### config.mk
export PLATFORM = sky130hd
export DESIGN_NAME = csw_ctrl
export DESIGN_NICKNAME = d
export VERILOG_FILES = /design/src/csw_pkg.sv /design/src/csw_ctrl.sv /design/src/csw_pulse_gen.sv /design/src/csw_watchdog.sv
export VERILOG_INCLUDE_DIRS = /design/src
export SDC_FILE = /design/constraint.sdc
export NUM_CORES = 1
export LEC_CHECK = 0
export BUFFER_PORTS_ARGS = -buffer_cell sky130_fd_sc_hd__buf_2
export CAP_MARGIN = 10
export CORE_MARGIN = 3
export CORE_UTILIZATION = 38
export CTS_CLUSTER_SIZE = 12
export DETAILED_ROUTE_END_ITERATION = 10
export SYNTH_ARGS = -nofsm -noshare
export SYNTH_HDL_FRONTEND = slang
export SYNTH_SLANG_ARGS = --single-unit
### constraint.sdc
create_clock -name sys_clk_i -period 12 [get_ports sys_clk_i]
set_input_delay 3.6 -clock sys_clk_i [delete_from_list [all_inputs] [get_ports sys_clk_i]]
set_output_delay 3.6 -clock sys_clk_i [all_outputs]
set_load 0.02 [all_outputs]
### src/csw_cfg.svh
`ifndef CSW_CFG_SVH
`define CSW_CFG_SVH

// Register offsets
`define CSW_OFS_ID          8'h07
`define CSW_OFS_LINK        8'h08
`define CSW_OFS_DFHI        8'h09
`define CSW_OFS_DF1         8'h0a
`define CSW_OFS_DF2         8'h0b
`define CSW_OFS_DF3         8'h0c
`define CSW_OFS_WDT         8'h0d

// Byte 0x08 fields
`define CSW_LINK_GATE_HI    6
`define CSW_LINK_GATE_LO    4

// Byte 0x09 fields
`define CSW_DFHI_THREE      7
`define CSW_DFHI_TWO        6
`define CSW_DFHI_ONE        5
`define CSW_DFHI_BYPASS     2
`define CSW_DFHI_TARGET     1

// Byte 0x0d fields
`define CSW_WDT_REC_SRC     7
`define CSW_WDT_ACTION      6
`define CSW_WDT_SCALE       5
`define CSW_WDT_ALARM       4
`define CSW_WDT_MULT_HI     3
`define CSW_WDT_MULT_LO     1
`define CSW_WDT_EN          0

// Power-up values
`define CSW_LINK_RESET      3'h0
`define CSW_DF_RESET        9'h000
`define CSW_SCALE_RESET     1'b1
`define CSW_MULT_RESET      3'h0

// Identity codes, values are arbitrary
`define CSW_VENDOR_ID       4'h5
`define CSW_REVISION        4'h0
`define CSW_SMB_ADDR        7'h5a

// Timing
`define CSW_CLK_PERIOD_NS   64'd50
`define CSW_WD_SHORT_MS     64'd294
`define CSW_WD_LONG_MS      64'd2340
`define CSW_WD_SHORT_CYC    32'((`CSW_WD_SHORT_MS * 64'd1000000) / `CSW_CLK_PERIOD_NS)
`define CSW_WD_LONG_CYC     32'((`CSW_WD_LONG_MS * 64'd1000000) / `CSW_CLK_PERIOD_NS)
`define CSW_SRST_PULSE_NS   64'd1000
`define CSW_SRST_PULSE_CYC  32'((`CSW_SRST_PULSE_NS + `CSW_CLK_PERIOD_NS - 64'd1) / `CSW_CLK_PERIOD_NS)

`endif

### src/csw_pkg.sv
package csw_pkg;

	typedef enum logic [3:0] {
		CSW_IDLE,
		CSW_ADDR,
		CSW_ADDR_ACK,
		CSW_CMD,
		CSW_CMD_ACK,
		CSW_WDATA,
		CSW_WR_ACK,
		CSW_RDATA,
		CSW_RACK
	} csw_smb_state_t;

	typedef struct packed {
		logic       en;
		logic [7:0] addr;
		logic [7:0] data;
	} csw_wr_t;

	typedef struct packed {
		logic       enable;
		logic       start;
		logic       scale;
		logic [2:0] mult;
	} csw_wd_cfg_t;

endpackage

### src/csw_ctrl.sv
`timescale 1ns/10ps
`include "csw_cfg.svh"
module csw_ctrl #(
	parameter logic [6:0]  SLAVE_ADDR   = `CSW_SMB_ADDR,
	parameter logic [3:0]  VENDOR_ID    = `CSW_VENDOR_ID,
	parameter logic [3:0]  REVISION     = `CSW_REVISION,
	parameter int unsigned WD_SHORT_CYC = `CSW_WD_SHORT_CYC,
	parameter int unsigned WD_LONG_CYC  = `CSW_WD_LONG_CYC,
	parameter int unsigned SRST_CYC     = `CSW_SRST_PULSE_CYC
) (
	input  wire logic       sys_clk_i,
	input  wire logic       nrst_i,
	input  wire logic       smb_clk_i,
	input  wire logic       smb_data_i,
	output logic            smb_data_o,
	output logic            smb_data_oe_o,
	input  wire logic       link_clock_request_a_n_i,
	input  wire logic       link_clock_request_b_n_i,
	output logic [2:0]      link_out_run_o,
	input  wire logic [1:0] freq_control_pins_i,
	input  wire logic       dynfreq_enable_i,
	input  wire logic       watchdog_autorecover_i,
	output logic            cpu_dynfreq_active_o,
	output logic [8:0]      cpu_dynfreq_divider_o,
	output logic            smooth_transition_active_o,
	output logic            smooth_switch_target_o,
	output logic            recovery_src_prog_o,
	output logic            recovery_reload_o,
	output logic            system_reset_out_n_o,
	output logic            watchdog_alarm_flag_o
);

	// Reset release
	logic [1:0] rst_sync_q;
	logic       rst_n;

	always_ff @(posedge sys_clk_i or negedge nrst_i) begin
		if (!nrst_i) begin
			rst_sync_q <= 2'b00;
		end else begin
			rst_sync_q <= {rst_sync_q[0], 1'b1};
		end
	end

	assign rst_n = rst_sync_q[1];

	// Register storage
	logic [2:0] link_gate_q;
	logic [8:0] df_one_q;
	logic [8:0] df_two_q;
	logic [8:0] df_three_q;
	logic       bypass_q;
	logic       target_q;
	logic       rec_src_q;
	logic       action_q;
	logic       scale_q;
	logic [2:0] mult_q;
	logic       watchdog_enable_q;
	logic       alarm_q;
	logic       wd_start_q;

	// Bus engine state
	csw_pkg::csw_smb_state_t state_q;
	csw_pkg::csw_smb_state_t state_d;
	csw_pkg::csw_wr_t        wr_q;
	csw_pkg::csw_wr_t        wr_d;
	logic                    scl_q;
	logic                    sda_q;
	logic [2:0]              cnt_q;
	logic [2:0]              cnt_d;
	logic [7:0]              shift_q;
	logic [7:0]              shift_d;
	logic [7:0]              tx_q;
	logic [7:0]              tx_d;
	logic [7:0]              ptr_q;
	logic [7:0]              ptr_d;
	logic                    oe_q;
	logic                    oe_d;
	logic                    rw_q;
	logic                    rw_d;
	logic                    done_q;
	logic                    done_d;
	logic                    nack_q;
	logic                    nack_d;

	function automatic logic [7:0] reg_image(input logic [7:0] a);
		case (a)
			`CSW_OFS_ID:   reg_image = {REVISION, VENDOR_ID};
			`CSW_OFS_LINK: reg_image = {1'b0, link_gate_q, 4'h0};
			`CSW_OFS_DFHI: reg_image = {df_three_q[8], df_two_q[8], df_one_q[8], 2'b00, bypass_q, target_q, 1'b0};
			`CSW_OFS_DF1:  reg_image = df_one_q[7:0];
			`CSW_OFS_DF2:  reg_image = df_two_q[7:0];
			`CSW_OFS_DF3:  reg_image = df_three_q[7:0];
			`CSW_OFS_WDT:  reg_image = {rec_src_q, action_q, scale_q, alarm_q, mult_q, watchdog_enable_q};
			default:       reg_image = 8'h00;
		endcase
	endfunction

	function automatic logic wr_hit(input csw_pkg::csw_wr_t w, input logic [7:0] ofs);
		wr_hit = w.en && (w.addr == ofs);
	endfunction

	// Bus line events
	logic       scl_rise;
	logic       scl_fall;
	logic       start_cond;
	logic       stop_cond;
	logic [7:0] rd_byte;

	assign scl_rise   = ~scl_q & smb_clk_i;
	assign scl_fall   = scl_q & ~smb_clk_i;
	assign start_cond = scl_q & smb_clk_i & sda_q & ~smb_data_i;
	assign stop_cond  = scl_q & smb_clk_i & ~sda_q & smb_data_i;

	always_comb begin
		rd_byte = reg_image(ptr_q);
	end

	always_comb begin
		state_d = state_q;
		cnt_d   = cnt_q;
		shift_d = shift_q;
		tx_d    = tx_q;
		oe_d    = oe_q;
		ptr_d   = ptr_q;
		rw_d    = rw_q;
		done_d  = done_q;
		nack_d  = nack_q;
		wr_d    = '0;
		if (stop_cond) begin
			state_d = csw_pkg::CSW_IDLE;
			oe_d    = 1'b0;
		end else if (start_cond) begin
			state_d = csw_pkg::CSW_ADDR;
			cnt_d   = 3'h0;
			done_d  = 1'b0;
			oe_d    = 1'b0;
		end else if (scl_rise) begin
			if (state_q == csw_pkg::CSW_ADDR || state_q == csw_pkg::CSW_CMD || state_q == csw_pkg::CSW_WDATA) begin
				shift_d = {shift_q[6:0], smb_data_i};
				cnt_d   = cnt_q + 3'h1;
				done_d  = (cnt_q == 3'h7);
			end else if (state_q == csw_pkg::CSW_RDATA) begin
				cnt_d  = cnt_q + 3'h1;
				done_d = (cnt_q == 3'h7);
			end else if (state_q == csw_pkg::CSW_RACK) begin
				nack_d = smb_data_i;
			end
		end else if (scl_fall) begin
			unique case (state_q)
				csw_pkg::CSW_IDLE: begin
				end
				csw_pkg::CSW_ADDR: begin
					if (done_q) begin
						done_d = 1'b0;
						if (shift_q[7:1] == SLAVE_ADDR) begin
							oe_d    = 1'b1;
							rw_d    = shift_q[0];
							state_d = csw_pkg::CSW_ADDR_ACK;
						end else begin
							state_d = csw_pkg::CSW_IDLE;
						end
					end
				end
				csw_pkg::CSW_ADDR_ACK: begin
					cnt_d = 3'h0;
					if (rw_q) begin
						tx_d    = rd_byte;
						oe_d    = ~rd_byte[7];
						state_d = csw_pkg::CSW_RDATA;
					end else begin
						oe_d    = 1'b0;
						state_d = csw_pkg::CSW_CMD;
					end
				end
				csw_pkg::CSW_CMD: begin
					if (done_q) begin
						done_d  = 1'b0;
						ptr_d   = shift_q;
						oe_d    = 1'b1;
						state_d = csw_pkg::CSW_CMD_ACK;
					end
				end
				csw_pkg::CSW_CMD_ACK, csw_pkg::CSW_WR_ACK: begin
					oe_d    = 1'b0;
					cnt_d   = 3'h0;
					state_d = csw_pkg::CSW_WDATA;
				end
				csw_pkg::CSW_WDATA: begin
					if (done_q) begin
						done_d  = 1'b0;
						wr_d    = '{en: 1'b1, addr: ptr_q, data: shift_q};
						ptr_d   = ptr_q + 8'h01;
						oe_d    = 1'b1;
						state_d = csw_pkg::CSW_WR_ACK;
					end
				end
				csw_pkg::CSW_RDATA: begin
					if (done_q) begin
						done_d  = 1'b0;
						oe_d    = 1'b0;
						ptr_d   = ptr_q + 8'h01;
						state_d = csw_pkg::CSW_RACK;
					end else begin
						tx_d = {tx_q[6:0], 1'b0};
						oe_d = ~tx_q[6];
					end
				end
				csw_pkg::CSW_RACK: begin
					if (nack_q) begin
						state_d = csw_pkg::CSW_IDLE;
					end else begin
						tx_d    = rd_byte;
						oe_d    = ~rd_byte[7];
						cnt_d   = 3'h0;
						state_d = csw_pkg::CSW_RDATA;
					end
				end
			endcase
		end
	end

	always_ff @(posedge sys_clk_i or negedge rst_n) begin
		if (!rst_n) begin
			state_q <= csw_pkg::CSW_IDLE;
			scl_q   <= 1'b1;
			sda_q   <= 1'b1;
			{cnt_q, shift_q, tx_q, ptr_q} <= '0;
			{oe_q, rw_q, done_q, nack_q}  <= '0;
			wr_q    <= '0;
		end else begin
			state_q <= state_d;
			scl_q   <= smb_clk_i;
			sda_q   <= smb_data_i;
			{cnt_q, shift_q, tx_q, ptr_q} <= {cnt_d, shift_d, tx_d, ptr_d};
			{oe_q, rw_q, done_q, nack_q}  <= {oe_d, rw_d, done_d, nack_d};
			wr_q    <= wr_d;
		end
	end

	assign smb_data_o    = 1'b0;
	assign smb_data_oe_o = oe_q;

	// Register writes and watchdog flag
	logic wd_expire;
	logic alarm_clear;
	logic alarm_d;

	assign alarm_clear = wr_hit(wr_q, `CSW_OFS_WDT) && (wr_q.data[`CSW_WDT_MULT_HI:`CSW_WDT_MULT_LO] == 3'h0);
	assign alarm_d     = wd_expire | (alarm_q & ~alarm_clear);

	always_ff @(posedge sys_clk_i or negedge rst_n) begin
		if (!rst_n) begin
			link_gate_q <= `CSW_LINK_RESET;
			{df_one_q, df_two_q, df_three_q} <= {3{`CSW_DF_RESET}};
			{bypass_q, target_q, rec_src_q, action_q} <= 4'h0;
			scale_q    <= `CSW_SCALE_RESET;
			mult_q     <= `CSW_MULT_RESET;
			watchdog_enable_q    <= 1'b0;
			wd_start_q <= 1'b0;
			alarm_q    <= 1'b0;
		end else begin
			alarm_q    <= alarm_d;
			wd_start_q <= wr_hit(wr_q, `CSW_OFS_WDT) && wr_q.data[`CSW_WDT_EN];
			if (wr_hit(wr_q, `CSW_OFS_LINK)) begin
				link_gate_q <= wr_q.data[`CSW_LINK_GATE_HI:`CSW_LINK_GATE_LO];
			end
			if (wr_hit(wr_q, `CSW_OFS_DFHI)) begin
				df_three_q[8] <= wr_q.data[`CSW_DFHI_THREE];
				df_two_q[8]   <= wr_q.data[`CSW_DFHI_TWO];
				df_one_q[8]   <= wr_q.data[`CSW_DFHI_ONE];
				bypass_q      <= wr_q.data[`CSW_DFHI_BYPASS];
				target_q      <= wr_q.data[`CSW_DFHI_TARGET];
			end
			if (wr_hit(wr_q, `CSW_OFS_DF1)) begin
				df_one_q[7:0] <= wr_q.data;
			end
			if (wr_hit(wr_q, `CSW_OFS_DF2)) begin
				df_two_q[7:0] <= wr_q.data;
			end
			if (wr_hit(wr_q, `CSW_OFS_DF3)) begin
				df_three_q[7:0] <= wr_q.data;
			end
			if (wr_hit(wr_q, `CSW_OFS_WDT)) begin
				rec_src_q <= wr_q.data[`CSW_WDT_REC_SRC];
				action_q  <= wr_q.data[`CSW_WDT_ACTION];
				scale_q   <= wr_q.data[`CSW_WDT_SCALE];
				mult_q    <= wr_q.data[`CSW_WDT_MULT_HI:`CSW_WDT_MULT_LO];
				watchdog_enable_q   <= wr_q.data[`CSW_WDT_EN];
			end
		end
	end

	// Link gating and frequency selection
	logic [2:0] link_run_d;
	logic [8:0] div_sel;
	logic       df_active;

	assign link_run_d[2] = ~link_gate_q[2] | ~link_clock_request_a_n_i;
	assign link_run_d[1] = ~link_gate_q[1] | ~link_clock_request_b_n_i;
	assign link_run_d[0] = ~link_gate_q[0] | ~link_clock_request_b_n_i;
	assign div_sel = (freq_control_pins_i == 2'b01) ? df_one_q :
	                 (freq_control_pins_i == 2'b10) ? df_two_q :
	                 (freq_control_pins_i == 2'b11) ? df_three_q : 9'h000;
	assign df_active = dynfreq_enable_i && (freq_control_pins_i != 2'b00);

	always_ff @(posedge sys_clk_i or negedge rst_n) begin
		if (!rst_n) begin
			link_out_run_o        <= 3'h7;
			cpu_dynfreq_active_o  <= 1'b0;
			cpu_dynfreq_divider_o <= 9'h000;
			recovery_reload_o     <= 1'b0;
		end else begin
			link_out_run_o        <= link_run_d;
			cpu_dynfreq_active_o  <= df_active;
			cpu_dynfreq_divider_o <= df_active ? div_sel : cpu_dynfreq_divider_o;
			recovery_reload_o     <= wd_expire & ~action_q;
		end
	end

	assign smooth_transition_active_o = ~bypass_q;
	assign smooth_switch_target_o     = target_q;
	assign recovery_src_prog_o        = rec_src_q;
	assign watchdog_alarm_flag_o      = alarm_q;

	// Watchdog and system reset pulse
	csw_pkg::csw_wd_cfg_t wd_cfg;
	logic                 srst_pulse;

	assign wd_cfg = '{enable: watchdog_enable_q, start: wd_start_q, scale: scale_q, mult: mult_q};

	csw_watchdog #(
		.SHORT_CYC (WD_SHORT_CYC),
		.LONG_CYC  (WD_LONG_CYC)
	) u_watchdog (
		.clk_i         (sys_clk_i),
		.rst_n_i       (rst_n),
		.cfg_i         (wd_cfg),
		.autorecover_i (watchdog_autorecover_i),
		.expire_o      (wd_expire),
		.running_o     ()
	);

	csw_pulse_gen #(
		.WIDTH_CYC (SRST_CYC)
	) u_srst_pulse (
		.clk_i     (sys_clk_i),
		.rst_n_i   (rst_n),
		.trigger_i (wd_expire),
		.pulse_o   (srst_pulse)
	);

	assign system_reset_out_n_o = ~srst_pulse;

endmodule

### src/csw_pulse_gen.sv
`timescale 1ns/10ps
module csw_pulse_gen #(
	parameter int unsigned WIDTH_CYC = 20
) (
	input  wire logic clk_i,
	input  wire logic rst_n_i,
	input  wire logic trigger_i,
	output logic      pulse_o
);

	localparam int CW = $clog2(WIDTH_CYC + 1);

	logic [CW-1:0] cnt_q;
	logic [CW-1:0] cnt_d;

	assign cnt_d = trigger_i ? CW'(WIDTH_CYC) : ((cnt_q != '0) ? cnt_q - CW'(1) : cnt_q);

	always_ff @(posedge clk_i or negedge rst_n_i) begin
		if (!rst_n_i) begin
			cnt_q   <= '0;
			pulse_o <= 1'b0;
		end else begin
			cnt_q   <= cnt_d;
			pulse_o <= (cnt_d != '0);
		end
	end

endmodule

### src/csw_watchdog.sv
`timescale 1ns/10ps
module csw_watchdog #(
	parameter int unsigned SHORT_CYC = 5880000,
	parameter int unsigned LONG_CYC  = 46800000
) (
	input  wire logic                 clk_i,
	input  wire logic                 rst_n_i,
	input  wire csw_pkg::csw_wd_cfg_t cfg_i,
	input  wire logic                 autorecover_i,
	output logic                      expire_o,
	output logic                      running_o
);

	logic [31:0] unit_q;
	logic [2:0]  left_q;
	logic [31:0] unit_len;
	logic        unit_end;
	logic        last_unit;

	assign unit_len  = cfg_i.scale ? LONG_CYC : SHORT_CYC;
	assign unit_end  = running_o && (unit_q >= unit_len - 32'd1);
	assign last_unit = (left_q <= 3'h1);

	always_ff @(posedge clk_i or negedge rst_n_i) begin
		if (!rst_n_i) begin
			unit_q    <= '0;
			left_q    <= '0;
			running_o <= 1'b0;
			expire_o  <= 1'b0;
		end else begin
			expire_o <= 1'b0;
			if (!cfg_i.enable) begin
				running_o <= 1'b0;
				unit_q    <= '0;
			end else if (cfg_i.start) begin
				running_o <= 1'b1;
				unit_q    <= '0;
				left_q    <= cfg_i.mult;
			end else if (unit_end) begin
				unit_q <= '0;
				if (last_unit) begin
					expire_o  <= 1'b1;
					running_o <= autorecover_i;
					left_q    <= cfg_i.mult;
				end else begin
					left_q <= left_q - 3'h1;
				end
			end else if (running_o) begin
				unit_q <= unit_q + 32'd1;
			end
		end
	end

endmodule

# After elaboration in Yosys (flattened, before gate mapping)
# Index checks and enable logic that the tools add are counted.
# word_totals
reg_bits	153
inputBits	10
out_inout_bits	21
wordCells	238
# classes
add_sub_neg	6
magnitude_cmp	2
n_eq_ne	44
n_mux	71
n_bitwise	33
n_reduce_logical	41
# ops
operator	count
32-bit two-way mux	4
17-bit two-way mux	6
8-bit by 4-bit equality test with 1-bit output (second input constant)	12
8-bit one-hot mux with 7 select lines	1
3-bit two-way mux	11
32-bit by 1-bit adder with 32-bit output (second input constant)	1
32-bit >= comparator	1
4-bit two-way mux	8
32-bit by 1-bit subtractor with 32-bit output (second input constant)	1
4-bit one-hot mux with 7 select lines	1
7-bit AND reduction	4
9-bit two-way mux	3
26-bit two-way mux	1
1-bit two-way mux	24
4-bit inequality test (second input constant)	6
7-bit two-way mux	3
7-bit one-hot mux with 3 select lines	1
1-bit inverter	20
4-bit by 3-bit equality test with 1-bit output (second input constant)	4
8-bit two-way mux	2
8-bit one-hot mux with 2 select lines	1
4-bit by 1-bit inequality test with 1-bit output (second input constant)	3
3-bit nonzero test	4
1-bit logical AND	10
38 further kinds	65

# Depth between registers and ports, before layout
# depth
ltp_word	9
mapped_depth	10
depth_no_buf	8

# Hierarchy
# A second synthesis with hierarchy kept.
# hier_totals
cells_unflattened	724
area_unflattened_um2	7803.7
# modules_own_cells
module	n_inst	cells_per_inst	area_per_inst_um2	seq_area_each_um2
csw_ctrl	1	465	5248.8	2760.1
csw_watchdog	1	231	2235.9	925.9
csw_pulse_gen	1	28	319.1	150.1

# Least setup slack after synthesis
# No wires, ideal clock.
# synth_path
path_kind	in2reg
from	input smb_clk_i
to	register wr_q[11] in the netlist's numbering
setup_time_ns	0.066
t_arrival_ns	5.065
slack_ns	6.868
path_stages	6
n_path_buf	1
path_cell_list	ha_1 nor2b_1 nand2_1 nor4b_1 clkbuf_1 and2_1
# synth_rtl
item	line_no	rtl
from (decl)	csw_ctrl.sv:13	input wire logic smb_clk_i,
to (signal assigned)	csw_ctrl.sv:237	wr_q <= wr_d;
to (decl)	csw_ctrl.sv:65	csw_pkg::csw_wr_t wr_q;

# Worst setup path after layout
# layout_path
from	input smb_clk_i
to	register tx_q[2]
# layout_between
elab_chain_cells	5
elab_cells_between_ends	12
# layout_lines
item	line_no	rtl
1-bit AND	csw_ctrl.sv:112, csw_ctrl.sv:113	
1-bit AND (on tied branches) (2 in a row)	csw_ctrl.sv:112, csw_ctrl.sv:113	
1-bit inverter (no line)	-	
8-bit AND reduction (no line) *	-	
to (signal assigned)	csw_ctrl.sv:235	{cnt_q, shift_q, tx_q, ptr_q} <= {cnt_d, shift_d, tx_d, ptr_d};
to (decl)	csw_ctrl.sv:73	logic [7:0] tx_q;
# Mark *: on every way between the ends. The rest lies on a longest branch, timed or not.
# A chain may end at the register's enable or synchronous reset.

==> impl_metrics.toml <==
[status]
status = "complete, no violations"

[cts]
h-tree-depth = 4
numCtsBuffers = 17
cts_setup_buffers = 0
cts-root-buf = "clkbuf_16"
clk_pin_slew_worst_paths_ps = 60
cts_resized = 0
postCtsHoldBufs = 0
cts.path.max_buffers = 2
cts.sinks = 153
cts_tree = "yes"
clock_latency_ps = 430

[global_route]
grt_pass1_vias = 5563
grt_usage_pct = 16.36
gr-total-overflow = 0
grt_pass1_wl_um = 28740
antenna_found_initial = 0
grt_start_max_net_pins = 78

[final_layout]
design_area_um2 = 8683
final_core_util_pct = 44.04
seq_area_um2 = 3840
drive_above_1_share_pct = 21.13
area_growth_pct = 12.70
multi_input_area_um2 = 3631
num-fill-cells = 1837
nets = 796
antenna_cells = 0

[worst_setup_path]
r2r_slack_ps = 8900
critical_path_class = "input pin to register"
r2r-start = "scale_q"
endpoint_kind = "register"
startpoint_type = "input pin"
r2r_end = "u_watchdog.unit_q[0]"
critPathMaxFanout = 10
crit_required_ps = 12310
reg2regPathDepth = 9
arrival_ps = 5140

[sta]
relSlewSlack_pct = 34.16
finalClockSkew_ps = 11.99
finalSetupViolCount = 0
hold_viol = 0
worst_pin_slew_ps = 987.6
fin_crit_ps = 4831
max_freq_mhz = 207.0
fin_setup_tns_ps = 0
final-max-slew-violation-count = 0
fin_crit_sh_pct = 40.26
setup_ws_ps = 7169
rsz0062_at_grt = "no"

[synth]
yosysWarnings = 0
syn-num-nets = 774
syn_inst = 741
ys_ff_latch = 153
avgSynthCellArea_um2 = 10.40
synth-main-ff-cell = "dfrtp_1"
synth_area_um2 = 7705
yosysUniqueCellTypes = 66
async_reset_ff_share_pct = 100.0
synth_edf_count = 0
yosysSeqAreaShare_pct = 49.79

[route]
viasPerCell = 5.357
drt_iter0_drc = 406
dr.pass1.iters = 5
drt-total-wl_um = 17330
wl_per_cell_um = 16.65
route.vias.total = 5577
drcViolationCount = 0
antenna_left = 0

[floorplan]
std_cell_rows = 51
pin_count = 31
coreArea_um2 = 19720
dieArea_um2 = 22020
start_util_pct = 39.08
die_x_um = 148.4
die_h_um = 148.4

[place]
dp_slack_ps = 6735
port_buffers = 29
gp_congestion = 0.8464
post_dp_cell_area_um2 = 8079
dp_hpwl_um = 11790

[worst_hold_path]
min_to = "rst_sync_q[1]"
min_from = "rst_sync_q[0]"
hold_depth = 0
min_path_type = "register to register"

[flow_run]
cap_violations = 0

[power]
p_leak_uw = 0.003801
p_per_area_nw_per_um2 = 146.0
ir_drop_uv = 94.85
==> worst max-delay path, stage by stage <==
cell	delay, ps
buf_2	120
ha_1	280
nor2b_1	160
o21ai_0	100
a21oi_1	190
o21ai_1	300
mux2_2	370
==> metrics by stage <==
step	power, µW	hold WS, ps	std cells
floorplan	684.8	331.2	741
global placement	722.6	336.2	1009
detailed placement	722.6	340.3	1009
CTS	1281	355.1	1041
global route	1321	361.3	1041
finish	1268	359.5	1041
==> synth_stat cells, types with 3 or more instances <==
cell,number,area (µm²)
dfstp_2,6,157.7
xor2_1,8,70.07
o21bai_1,3,22.52
o211ai_1,3,22.52
inv_1,24,90.09
nor4_1,6,37.54
xnor2_1,22,192.7
clkbuf_1,26,97.59
o21ai_0,29,145.1
mux2i_1,4,40.04
a22oi_1,11,82.58
mux2_2,64,720.7
o21a_1,4,30.03
o22ai_1,21,131.4
nor2b_1,7,43.79
nor2_2,14,87.58
buf_6,4,45.04
nand2b_1,5,31.28
or2_2,6,37.54
nand2_1,67,251.5
ha_1,23,287.8
nor3_1,18,90.09
nor2_1,51,191.4
nand4_1,5,31.28
or3_1,5,31.28
a211oi_1,3,22.52
and3_1,11,68.82
nor3b_2,3,37.54
a21oi_1,35,175.2
a21o_1,6,45.04
dfrtp_1,147,3679
a22o_1,3,26.28
a31oi_1,6,37.54
and2_1,17,106.4
nand3_1,24,120.1
a221oi_1,3,26.28
a32oi_1,3,26.28
nand3b_1,3,22.52
and4_1,4,35.03
==> state kept, by name (all words and copies together), names as in the netlist, 4 cells and up <==
name	cells
cpu_dynfreq_divider_o	9
df_one_q	9
df_three_q	9
df_two_q	9
ptr_q	8
shift_q	8
state_q	4
tx_q	7
u_srst_pulse.cnt_q	5
u_watchdog.unit_q	32
wr_q	17
==> how the worst max path moves through the flow <==
stage                           from         end  slack (ps)  depth (start not counted)
after floorplan            smb_clk_i    wr_q[11]        6870                          6
final                      smb_clk_i     tx_q[2]        7170                          7
after global routing      smb_data_i  state_q[2]        7010                          6
after CTS                  smb_clk_i     tx_q[2]        7190                          8
after detailed placement   smb_clk_i     tx_q[2]        6740                          7
after global placement    smb_data_i  state_q[2]        6750                          6
==> area by class of cell <==
| type | count | area share [%] |
|---|---|---|
| Tap cell | 265 | 3.818 |
| Sequential cell | 153 | 44.22 |
| Timing Repair Buffer | 34 | 2.104 |
| Multi-Input combinational cell | 532 | 41.82 |
| Clock inverter | 13 | 1.974 |
| Clock buffer | 19 | 4.986 |
| Inverter | 25 | 1.081 |
==> metal layers <==
metal	wire, µm	track usage, %	vias to the layer above
met5	0	0	-
met3	673	3.260	21
met2	8191	25.90	111
li1	-	-	2695
met4	304	6.189	0
met1	8160	22.36	2750
==> power breakdown <==
group          leakage (µW)  switching [µW]  internal [µW]  total (µW)
Combinational       0.00144            75.2           57.9         133
Sequential          0.00207            39.6            541         581
Clock              0.000293             224            330         554
Total               0.00380             339            929        1270
==> logic make-up after synthesis <==
logic type,after synthesis,share of synthesized area [%]
flip-flops,153,49.79
multiplexers,68,9.873
XOR/XNOR,30,3.410
other,2,0.09747
AND/OR/NAND/NOR,258,17.26
AO/OA/AOI/OAI,151,12.67
buffers and inverters,56,3.167
adder cells (fa/ha/maj),23,3.735
==> layout by cell type, fill, tap and decap left out, drive strengths merged, types with 7 or more instances in the layout <==
cell and n:
a21oi 35, nor3 18, inv 26, o21ai 32, o22ai 21, xnor2 22, nand2 67, xor2 8
dfrtp 147, buf 34, clkbuf 19, or2 7, and3 11, nor2 65, a22oi 11, nand3 24
ha 23, mux2 64, and2 17, nor2b 7, clkinv 8
Note: power is estimated with default switching activity, not from simulation.
